<file path="config.mk">
export PLATFORM = sky130hd
export DESIGN_NAME = rsic_core
export DESIGN_NICKNAME = d
export VERILOG_FILES = /design/src/core/rsic_pkg.sv /design/src/core/rsic_core.sv /design/src/core/rsic_sync.sv
export SDC_FILE = /design/constraint.sdc
export NUM_CORES = 1
export LEC_CHECK = 0
export ABC_AREA = 1
export BUFFER_PORTS_ARGS = -buffer_cell sky130_fd_sc_hd__clkbuf_2
export CAP_MARGIN = 0
export CORE_UTILIZATION = 40
export DETAILED_ROUTE_END_ITERATION = 10
export PLACE_DENSITY = 0.68
export SLEW_MARGIN = 20
export SYNTH_ARGS = -nofsm -noshare
export SYNTH_HDL_FRONTEND = slang
export SYNTH_SLANG_ARGS = --single-unit
export TNS_END_PERCENT = 100
</file>
<file path="constraint.sdc">
create_clock -name clk -period 3.66 [get_ports clk]
set_input_delay 0.732 -clock clk [delete_from_list [all_inputs] [get_ports clk]]
set_output_delay 0.732 -clock clk [all_outputs]
set_load 0.02 [all_outputs]
</file>
<file path="src/core/rsic_pkg.sv">
// Reset-state package: reset kinds, reset values and the reset-cause carrier
package rsic_pkg;

    // Reset kinds, one per initial-value set
    typedef enum logic [2:0] {
        RSIC_KIND_NONE    = 3'b000,
        RSIC_KIND_POWER   = 3'b001,
        RSIC_KIND_PIN     = 3'b010,
        RSIC_KIND_LOWV    = 3'b011,
        RSIC_KIND_WD_RUN  = 3'b100,
        RSIC_KIND_WD_HALT = 3'b101
    } rsic_kind_t;

    // Sequencer states
    typedef enum logic [1:0] {
        RSIC_ST_RUN   = 2'b00,
        RSIC_ST_APPLY = 2'b01,
        RSIC_ST_HOLD  = 2'b10
    } rsic_state_t;

    // Raw reset sources as they arrive
    typedef struct packed {
        logic power_on;
        logic external_clear_pin;
        logic low_voltage_trip;
        logic watchdog_expired;
    } rsic_src_t;

    // Reset-cause flags held in the status register
    typedef struct packed {
        logic guard_expiry_flag;
        logic power_down_flag;
    } rsic_flags_t;

    localparam int         RSIC_PORT_W        = 8;
    localparam int         RSIC_PC_W          = 12;
    localparam int         RSIC_SP_W          = 3;
    localparam int         RSIC_WD_W          = 16;
    localparam int         RSIC_PRE_W         = 7;
    localparam int         RSIC_INT_W         = 8;
    localparam logic [7:0] RSIC_PORT_RESET    = 8'hff;
    localparam logic [7:0] RSIC_INT_RESET     = 8'h00;
    localparam logic [2:0] RSIC_SP_TOP        = 3'h0;
    localparam logic [1:0] RSIC_HOLD_CYCLES   = 2'h2;

endpackage : rsic_pkg

</file>
<file path="src/core/rsic_core.sv">
// Reset initial-state control: reset-cause flags and initial core state
// Operation
// RULE1: Power-on clears both reset-cause flags
// RULE2: Pin or low-voltage reset keeps both flags
// RULE3: Running watchdog reset sets expiry flag only
// RULE4: Halted watchdog reset sets both flags
// RULE5: Flags live in status, software reads them
// RULE6: Reset disables every interrupt enable
// RULE7: Watchdog cleared, then counts without software
// RULE8: Reset switches timer/event counter off
// RULE9: Reset clears the timer prescaler
// RULE10: Ports and directions go all ones
// RULE11: Stack pointer addresses top of stack
// RULE12: Separate initial set per reset kind
// RULE13: Every reset forces program counter zero
// RULE14: Halted watchdog clears PC, SP only; the code also clears the watchdog counter
// RULE15: Merge sources, remember kind for selection
`timescale 1ns/100ps
module rsic_core
    import rsic_pkg::*;
#(
    parameter int PORT_W = RSIC_PORT_W,
    parameter int INT_W  = RSIC_INT_W
)(
    input  wire logic                  clk,
    input  wire logic                  reset,
    input  wire rsic_src_t             src_async,
    input  wire logic                  halted,
    input  wire logic                  enter_power_down,
    input  wire logic                  wd_clear,
    input  wire logic                  flags_we,
    input  wire rsic_flags_t           flags_wdata,
    output rsic_flags_t                flags,
    output rsic_kind_t                 last_kind,
    output logic                       core_reset,
    output logic                       periph_reset,
    output logic [RSIC_PC_W-1:0]       pc_init,
    output logic [RSIC_SP_W-1:0]       sp_init,
    output logic [INT_W-1:0]           int_enable,
    output logic [RSIC_WD_W-1:0]       watchdog_counter,
    output logic                       timer_run,
    output logic [RSIC_PRE_W-1:0]      prescaler,
    output logic [PORT_W-1:0]          port_data,
    output logic [PORT_W-1:0]          port_dir
);
    rsic_src_t   src;
    rsic_state_t state_q, state_d;
    rsic_kind_t  kind_q, kind_d;
    rsic_flags_t flags_q, flags_d;
    logic [1:0]  hold_q, hold_d;
    logic [INT_W-1:0]      inten_q, inten_d;
    logic [RSIC_WD_W-1:0]  wd_q, wd_d;
    logic                  trun_q, trun_d;
    logic [RSIC_PRE_W-1:0] pre_q, pre_d;
    logic [PORT_W-1:0]     pdat_q, pdat_d;
    logic [PORT_W-1:0]     pdir_q, pdir_d;
    logic                  req;
    rsic_kind_t            req_kind;
    logic                  apply;
    logic                  full_init;

    // Sources are asynchronous to clk, so they are synchronised first
    rsic_sync #(.W(4)) u_sync (
        .clk   (clk),
        .reset (reset),
        .din   (src_async),
        .dout  (src)
    );

    // Priority: power-on, then pin, low voltage, watchdog
    function automatic rsic_kind_t rsic_classify(input rsic_src_t s, input logic h);
        if (s.power_on)                 return RSIC_KIND_POWER;
        else if (s.external_clear_pin)  return RSIC_KIND_PIN;
        else if (s.low_voltage_trip)    return RSIC_KIND_LOWV;
        else if (s.watchdog_expired)    return h ? RSIC_KIND_WD_HALT : RSIC_KIND_WD_RUN;
        else                            return RSIC_KIND_NONE;
    endfunction : rsic_classify

    assign req       = |src; // RULE15
    assign req_kind  = rsic_classify(src, halted);
    assign apply     = (state_q == RSIC_ST_APPLY);
    assign full_init = (kind_q != RSIC_KIND_WD_HALT); // RULE12

    // Sequencer: hold while a source stands, apply the kind's set once
    always_comb
    begin
        state_d = state_q;
        kind_d  = kind_q;
        hold_d  = hold_q;
        case (state_q)
            RSIC_ST_RUN:
            begin
                if (req)
                begin
                    kind_d  = req_kind; // RULE15
                    state_d = RSIC_ST_HOLD;
                    hold_d  = RSIC_HOLD_CYCLES;
                end
            end
            RSIC_ST_HOLD:
            begin
                // A stronger source arriving during hold takes over
                if (req && req_kind < kind_q && req_kind != RSIC_KIND_NONE)
                    kind_d = req_kind;
                if (req)
                    hold_d = RSIC_HOLD_CYCLES;
                else if (hold_q != 2'h0)
                    hold_d = hold_q - 2'h1;
                else
                    state_d = RSIC_ST_APPLY;
            end
            RSIC_ST_APPLY:
                state_d = RSIC_ST_RUN;
            default:
                state_d = RSIC_ST_RUN;
        endcase
    end

    // Reset-cause flags; hardware events win over a software write
    always_comb
    begin
        flags_d = flags_q;
        if (flags_we)
            flags_d = flags_wdata; // RULE5
        if (enter_power_down)
            flags_d.power_down_flag = 1'b1; // RULE5
        if (apply)
        begin
            case (kind_q)
                RSIC_KIND_POWER:
                    flags_d = '{guard_expiry_flag: 1'b0, power_down_flag: 1'b0}; // RULE1
                RSIC_KIND_PIN, RSIC_KIND_LOWV:
                    flags_d = flags_q; // RULE2
                RSIC_KIND_WD_RUN:
                    flags_d.guard_expiry_flag = 1'b1; // RULE3
                RSIC_KIND_WD_HALT:
                    flags_d = '{guard_expiry_flag: 1'b1, power_down_flag: 1'b1}; // RULE4
                default:
                    flags_d = flags_q;
            endcase
        end
    end

    // Peripheral initial state per reset kind
    always_comb
    begin
        inten_d = inten_q;
        trun_d  = trun_q;
        pre_d   = pre_q + 7'h1;
        pdat_d  = pdat_q;
        pdir_d  = pdir_q;
        wd_d    = wd_q + 16'h1; // RULE7
        if (wd_clear)
            wd_d = '0;
        if (apply)
        begin
            wd_d = '0; // RULE7
            if (full_init)
            begin
                inten_d = '0; // RULE6
                trun_d  = 1'b0; // RULE8
                pre_d   = '0; // RULE9
                pdat_d  = '1; // RULE10
                pdir_d  = '1; // RULE10
            end
        end
        if (!trun_q && !apply)
            pre_d = pre_q; // Prescaler idles while the timer is off and no set is being applied
    end

    // All registers: power reset pin gives the power-on set
    always_ff @(posedge clk)
    begin
        if (reset)
        begin
            state_q <= RSIC_ST_RUN;
            kind_q  <= RSIC_KIND_POWER;
            hold_q  <= 2'h0;
            flags_q <= '0; // RULE1
            inten_q <= RSIC_INT_RESET[INT_W-1:0]; // RULE6
            wd_q    <= '0;
            trun_q  <= 1'b0;
            pre_q   <= '0;
            pdat_q  <= '1;
            pdir_q  <= '1;
        end
        else
        begin
            state_q <= state_d;
            kind_q  <= kind_d;
            hold_q  <= hold_d;
            flags_q <= flags_d;
            inten_q <= inten_d;
            wd_q    <= wd_d;
            trun_q  <= trun_d;
            pre_q   <= pre_d;
            pdat_q  <= pdat_d;
            pdir_q  <= pdir_d;
        end
    end

    assign flags            = flags_q;
    assign last_kind        = kind_q;
    assign core_reset       = (state_q != RSIC_ST_RUN); // RULE13
    assign periph_reset     = core_reset && full_init; // RULE12
    assign pc_init          = '0; // RULE13 RULE14
    assign sp_init          = RSIC_SP_TOP; // RULE11 RULE14
    assign int_enable       = inten_q;
    assign watchdog_counter = wd_q;
    assign timer_run        = trun_q;
    assign prescaler        = pre_q;
    assign port_data        = pdat_q;
    assign port_dir         = pdir_q;
endmodule : rsic_core

</file>
<file path="src/core/rsic_sync.sv">
// Two-flop synchroniser bank for asynchronous reset sources
`timescale 1ns/100ps
module rsic_sync
    import rsic_pkg::*;
#(
    parameter int W = 4
)(
    input  wire logic         clk,
    input  wire logic         reset,
    input  wire logic [W-1:0] din,
    output logic      [W-1:0] dout
);
    logic [W-1:0] meta_q;
    logic [W-1:0] meta_d;
    logic [W-1:0] sync_q;
    logic [W-1:0] sync_d;

    // First stage feeds only the second stage
    always_comb
    begin
        meta_d = din;
        sync_d = meta_q;
    end

    always_ff @(posedge clk)
    begin
        if (reset)
        begin
            meta_q <= '0;
            sync_q <= '0;
        end
        else
        begin
            meta_q <= meta_d;
            sync_q <= sync_d;
        end
    end

    assign dout = sync_q;
endmodule : rsic_sync

</file>
==> tab_implementation.tex <==
\begin{tabular}{lr}
\hline
Metric & Value \\
\hline
\multicolumn{2}{l}{\textbf{Status}} \\
Run status & completed \\
\multicolumn{2}{l}{\textbf{Logic synthesis}} \\
Flip-flop and latch count after synthesis & 40 \\
Fraction of the mapped netlist area in compound gates & 11.18\% \\
Fraction of synthesized cell area in xor and xnor cells & 0\% \\
Area share of and/or/nand/nor cells after synthesis & 25.15\% \\
Synth top area cells & sky130\_fd\_sc\_hd\_\_dfxtp\_1 38\%, sky130\_fd\_sc\_hd\_\_buf\_4 14\%, sky130\_fd\_sc\_hd\_\_inv\_1 8.2\%, sky130\_fd\_sc\_hd\_\_nand2\_1 6.4\%, sky130\_fd\_sc\_hd\_\_nor2\_1 5.9\% \\
Area share of the leading cell type in the synthesized netlist & 37.87\% \\
Fraction of synthesis flops using an asynchronous set or reset pin & 0\% \\
Fraction of the yosys area taken by sequential cells & 37.87\% \\
Combinational family with the most area after synthesis & simple AND/OR/NAND/NOR gates \\
Area of the mapped netlist & 2115 sq um \\
Number of enable flip-flop cells after synthesis & 0 \\
Area share of fa/ha/maj cells after synthesis & 2.367\% \\
Syn Inst Count & 286 \\
Multiplexer share of the synthesized area & 0\% \\
Netlist cell types & 31 \\
Mapped Avg Cell Area & 7.393 sq um \\
Top cell type by total area after synthesis & sky130\_fd\_sc\_hd\_\_dfxtp\_1 \\
Dominant synthesized flop cell & sky130\_fd\_sc\_hd\_\_dfxtp\_1 \\
Yosys Warn Count & 0 \\
\multicolumn{2}{l}{\textbf{Final layout}} \\
Number of non-filler instances in the completed layout & 401 \\
Total inserted antenna cells & 0 \\
Signed area change from the synthesized netlist to the final layout & 10.41\% \\
Layout cells sized above 1 & 18.73\% \\
Net count of the finished layout & 346 \\
Cell area after layout & 2335 sq um \\
Fillers & 554 \\
\multicolumn{2}{l}{\textbf{Critical path}} \\
Largest incremental delay on the critical path & 0.39 ns \\
Destination of the worst register-to-register timing path & watchdog\_counter[14]\$\_SDFF\_PP0\_ \\
Setup crit start kind & register \\
Worst Path Max Fanout & 4 \\
Cells traversed along the worst timing path & inv\_1, nor2\_1, nand2\_1, nand2\_1, inv\_1, clkbuf\_2 \\
Worst setup path end & periph\_reset \\
Kind of cell with the highest combined delay on the critical path & flip-flops \\
R2r setup slk & 2.07 ns \\
Critical R2R Launch & watchdog\_counter[0]\$\_SDFF\_PP0\_ \\
First element of the critical path & last\_kind[0]\$\_SDFFE\_PP1P\_ \\
Number of buffers and inverters on the critical path & 3 \\
Critical path endpoint category & output port \\
Slowest cell on crit path & sky130\_fd\_sc\_hd\_\_dfxtp\_1 \\
CP Data Arrival Time & 1.21 ns \\
Number of logic stages on the critical path including buffering & 6 \\
Category of the critical setup timing path & reg2out \\
Depth of the most critical reg-to-reg path & 10 \\
Required time of the critical path & 2.93 ns \\
\multicolumn{2}{l}{\textbf{STA}} \\
Period utilisation layout & 52.94\% \\
Final-report hold violation count & 0 \\
Hold slack final & 0.3958 ns \\
Clock period minus worst slack & 1.937 ns \\
Worst Setup Slack, final & 1.723 ns \\
RSZ-0062 raised after global routing & false \\
Worst Clk Skew & 0.007841 ns \\
\# setup viols final & 0 \\
Top achievable clock speed & 516.1 MHz \\
Pins over their slew limit & 0 \\
Total negative slack & 0 ns \\
\multicolumn{2}{l}{\textbf{Min path}} \\
Hold crit path type & reg2reg \\
\multicolumn{2}{l}{\textbf{Floorplan}} \\
Die Y-Extent & 74.71 um \\
Core outline area & 5107 sq um \\
Die W & 74.71 um \\
Total I/O pin count & 82 \\
Starting Density & 41.40\% \\
Die ar. & 5581 sq um \\
Row cnt & 26 \\
\multicolumn{2}{l}{\textbf{Clock tree}} \\
Clock latency on the worst-skew pair & 0.29 ns \\
Largest buffer count on any clock path & 2 \\
Num CTS Buffers & 5 \\
Clock Pin Slew Worst Setup and Hold Paths & 0.08 ns \\
Total number of H-tree levels & 2 \\
TritonCTS clock tree & done \\
Resized cells post-CTS & 0 \\
Clock Sinks & 40 \\
Clock Tree Root & sky130\_fd\_sc\_hd\_\_clkbuf\_8 \\
Count of hold buffers inserted by post-cts repair & 0 \\
Count of buffers added by post-CTS timing repair for setup & 0 \\
\multicolumn{2}{l}{\textbf{Global route}} \\
Global route overflow & 0 \\
Wire length of the first global-routing pass & 6.003 mm \\
Pin count of the biggest net entering global routing & 19 \\
Vias in the first global route & 1444 \\
Number of antenna violations at the first check in global routing & 0 \\
All-layer global routing usage & 13.93\% \\
\multicolumn{2}{l}{\textbf{Power}} \\
Power density over the cells & 379.8 nW/um\^{}2 \\
Cell leakage power & 1.121 nW \\
Max IR drop VDD & 221.7 uV \\
\multicolumn{2}{l}{\textbf{Place}} \\
Post-Place Cells & 393 \\
Total cell area at the placement stage & 2242 sq um \\
HPWL after DPL & 2.774 mm \\
Input/output buffers & 41 \\
Gp weighted congestion & 0.7730 \\
Place WS & 1.764 ns \\
\multicolumn{2}{l}{\textbf{Routing}} \\
Via count & 1747 \\
Final wirelength & 3.601 mm \\
Antenna-violating nets left & 0 \\
Routed len/inst & 8.980 um \\
DR DRC count & 0 \\
Ratio of routed vias to standard cells & 4.357 \\
Initial DRC count & 95 \\
Drt first pass iters & 4 \\
\multicolumn{2}{l}{\textbf{Run}} \\
Max-capacitance violation count & 0 \\
\hline
\end{tabular}
layer usage:
| metal | GRT usage, % | vias up | wire length, um | part of all wire [%] |
|---|---|---|---|---|
| li1 | - | 918 | - | - |
| met1 | 18.28 | 771 | 1775 | 49 |
| met2 | 21.92 | 54 | 1617 | 45 |
| met3 | 3.481 | 4 | 176 | 4.9 |
| met4 | 5.660 | 0 | 32 | 0.89 |
| met5 | 0 | - | 0 | 0 |
worst min-delay path, cell delays in order (launching register included):
cell and delay, ns:
sky130_fd_sc_hd__dfxtp_1 0.30, sky130_fd_sc_hd__inv_1 0.04, sky130_fd_sc_hd__nor2_1 0.03
flip-flops by register name, indices dropped and copies added, names as in the netlist:
register / count
watchdog_counter: 16
last_kind: 3
flags: 2
hold_q: 2
u_sync.dout: 4
prescaler: 7
u_sync.meta_q: 4
state_q: 2
worst min path at each step:
stage	from	end	slack, ns	cells past startpoint
6_report	u_sync.meta_q[2]$_SDFF_PP0_	u_sync.dout[2]$_SDFF_PP0_	0.40	2
5_1_grt	u_sync.meta_q[3]$_SDFF_PP0_	u_sync.dout[3]$_SDFF_PP0_	0.42	2
4_1_cts	u_sync.meta_q[2]$_SDFF_PP0_	u_sync.dout[2]$_SDFF_PP0_	0.40	2
3_5_place_dp	u_sync.meta_q[2]$_SDFF_PP0_	u_sync.dout[2]$_SDFF_PP0_	0.39	2
3_3_place_gp	u_sync.meta_q[2]$_SDFF_PP0_	u_sync.dout[2]$_SDFF_PP0_	0.39	2
2_1_floorplan	u_sync.meta_q[0]$_SDFF_PP0_	u_sync.dout[0]$_SDFF_PP0_	0.39	2
layout by cell type (no fill, tap or decap), types with 2 or more instances in the layout:
cell type / Yosys / routed
sky130_fd_sc_hd__o21ai_0: 14 / 14
sky130_fd_sc_hd__nor2_2: 3 / 3
sky130_fd_sc_hd__inv_2: 2 / 2
sky130_fd_sc_hd__clkinv_2: 0 / 2
sky130_fd_sc_hd__conb_1: 2 / 40
sky130_fd_sc_hd__nor3_4: 2 / 2
sky130_fd_sc_hd__a211oi_1: 3 / 3
sky130_fd_sc_hd__a21oi_1: 18 / 18
sky130_fd_sc_hd__dfxtp_1: 40 / 40
sky130_fd_sc_hd__o21a_1: 2 / 2
sky130_fd_sc_hd__ha_1: 4 / 4
sky130_fd_sc_hd__o21ai_1: 2 / 2
sky130_fd_sc_hd__clkbuf_2: 0 / 41
sky130_fd_sc_hd__nand3_1: 16 / 16
sky130_fd_sc_hd__nand3_2: 2 / 2
sky130_fd_sc_hd__nand2_1: 36 / 36
sky130_fd_sc_hd__clkbuf_8: 0 / 6
sky130_fd_sc_hd__nor2_1: 33 / 33
sky130_fd_sc_hd__inv_1: 46 / 46
sky130_fd_sc_hd__nor3_1: 7 / 7
kinds of logic (layout without fill, tap and decap cells):
family	count (synthesis)	count (layout)
AOI/OAI and AO/OA	43	43
adders and majority gates	4	4
buffers and inverters	90	97
DFF	40	40
other	2	40
and+or+nand+nor	107	107
Yosys cell counts, types with 3 or more instances:
cell and count:
sky130_fd_sc_hd__nor2_2 3, sky130_fd_sc_hd__o21ai_0 14, sky130_fd_sc_hd__a21oi_1 18, sky130_fd_sc_hd__nand3_1 16, sky130_fd_sc_hd__nor3_1 7, sky130_fd_sc_hd__dfxtp_1 40
sky130_fd_sc_hd__inv_1 46, sky130_fd_sc_hd__nor2_1 33, sky130_fd_sc_hd__nand2_1 36, sky130_fd_sc_hd__buf_4 40, sky130_fd_sc_hd__a211oi_1 3, sky130_fd_sc_hd__ha_1 4
per-stage QoR:
stage	utilization, %	power [W]
2_1_floorplan	-	0.0006047
3_3_place_gp	43.90	0.0005974
3_5_place_dp	43.90	0.0005993
4_1_cts	45.71	0.0008996
5_1_grt	45.71	0.0009357
6_report	45.71	0.0008867
where the power goes:
group          total (W)  switching (W)  internal [W]
clock network   0.000298       0.000147      0.000150
registers       0.000459      0.0000106      0.000449
logic           0.000130      0.0000965     0.0000336
area by class of cell:
| class | count | area (sq um) | area share, % |
|---|---|---|---|
| flip-flops and latches | 40 | 800.8 | 34.30 |
| clock buffers | 6 | 82.58 | 3.537 |
| clock inverters | 2 | 10.01 | 0.4287 |
| inverters | 48 | 180.2 | 7.717 |
| well taps | 70 | 87.58 | 3.751 |
| repair buffers | 41 | 205.2 | 8.789 |
| multi-input cells | 194 | 968.4 | 41.48 |
No activity file was read; power rests on OpenSTA's default activity.
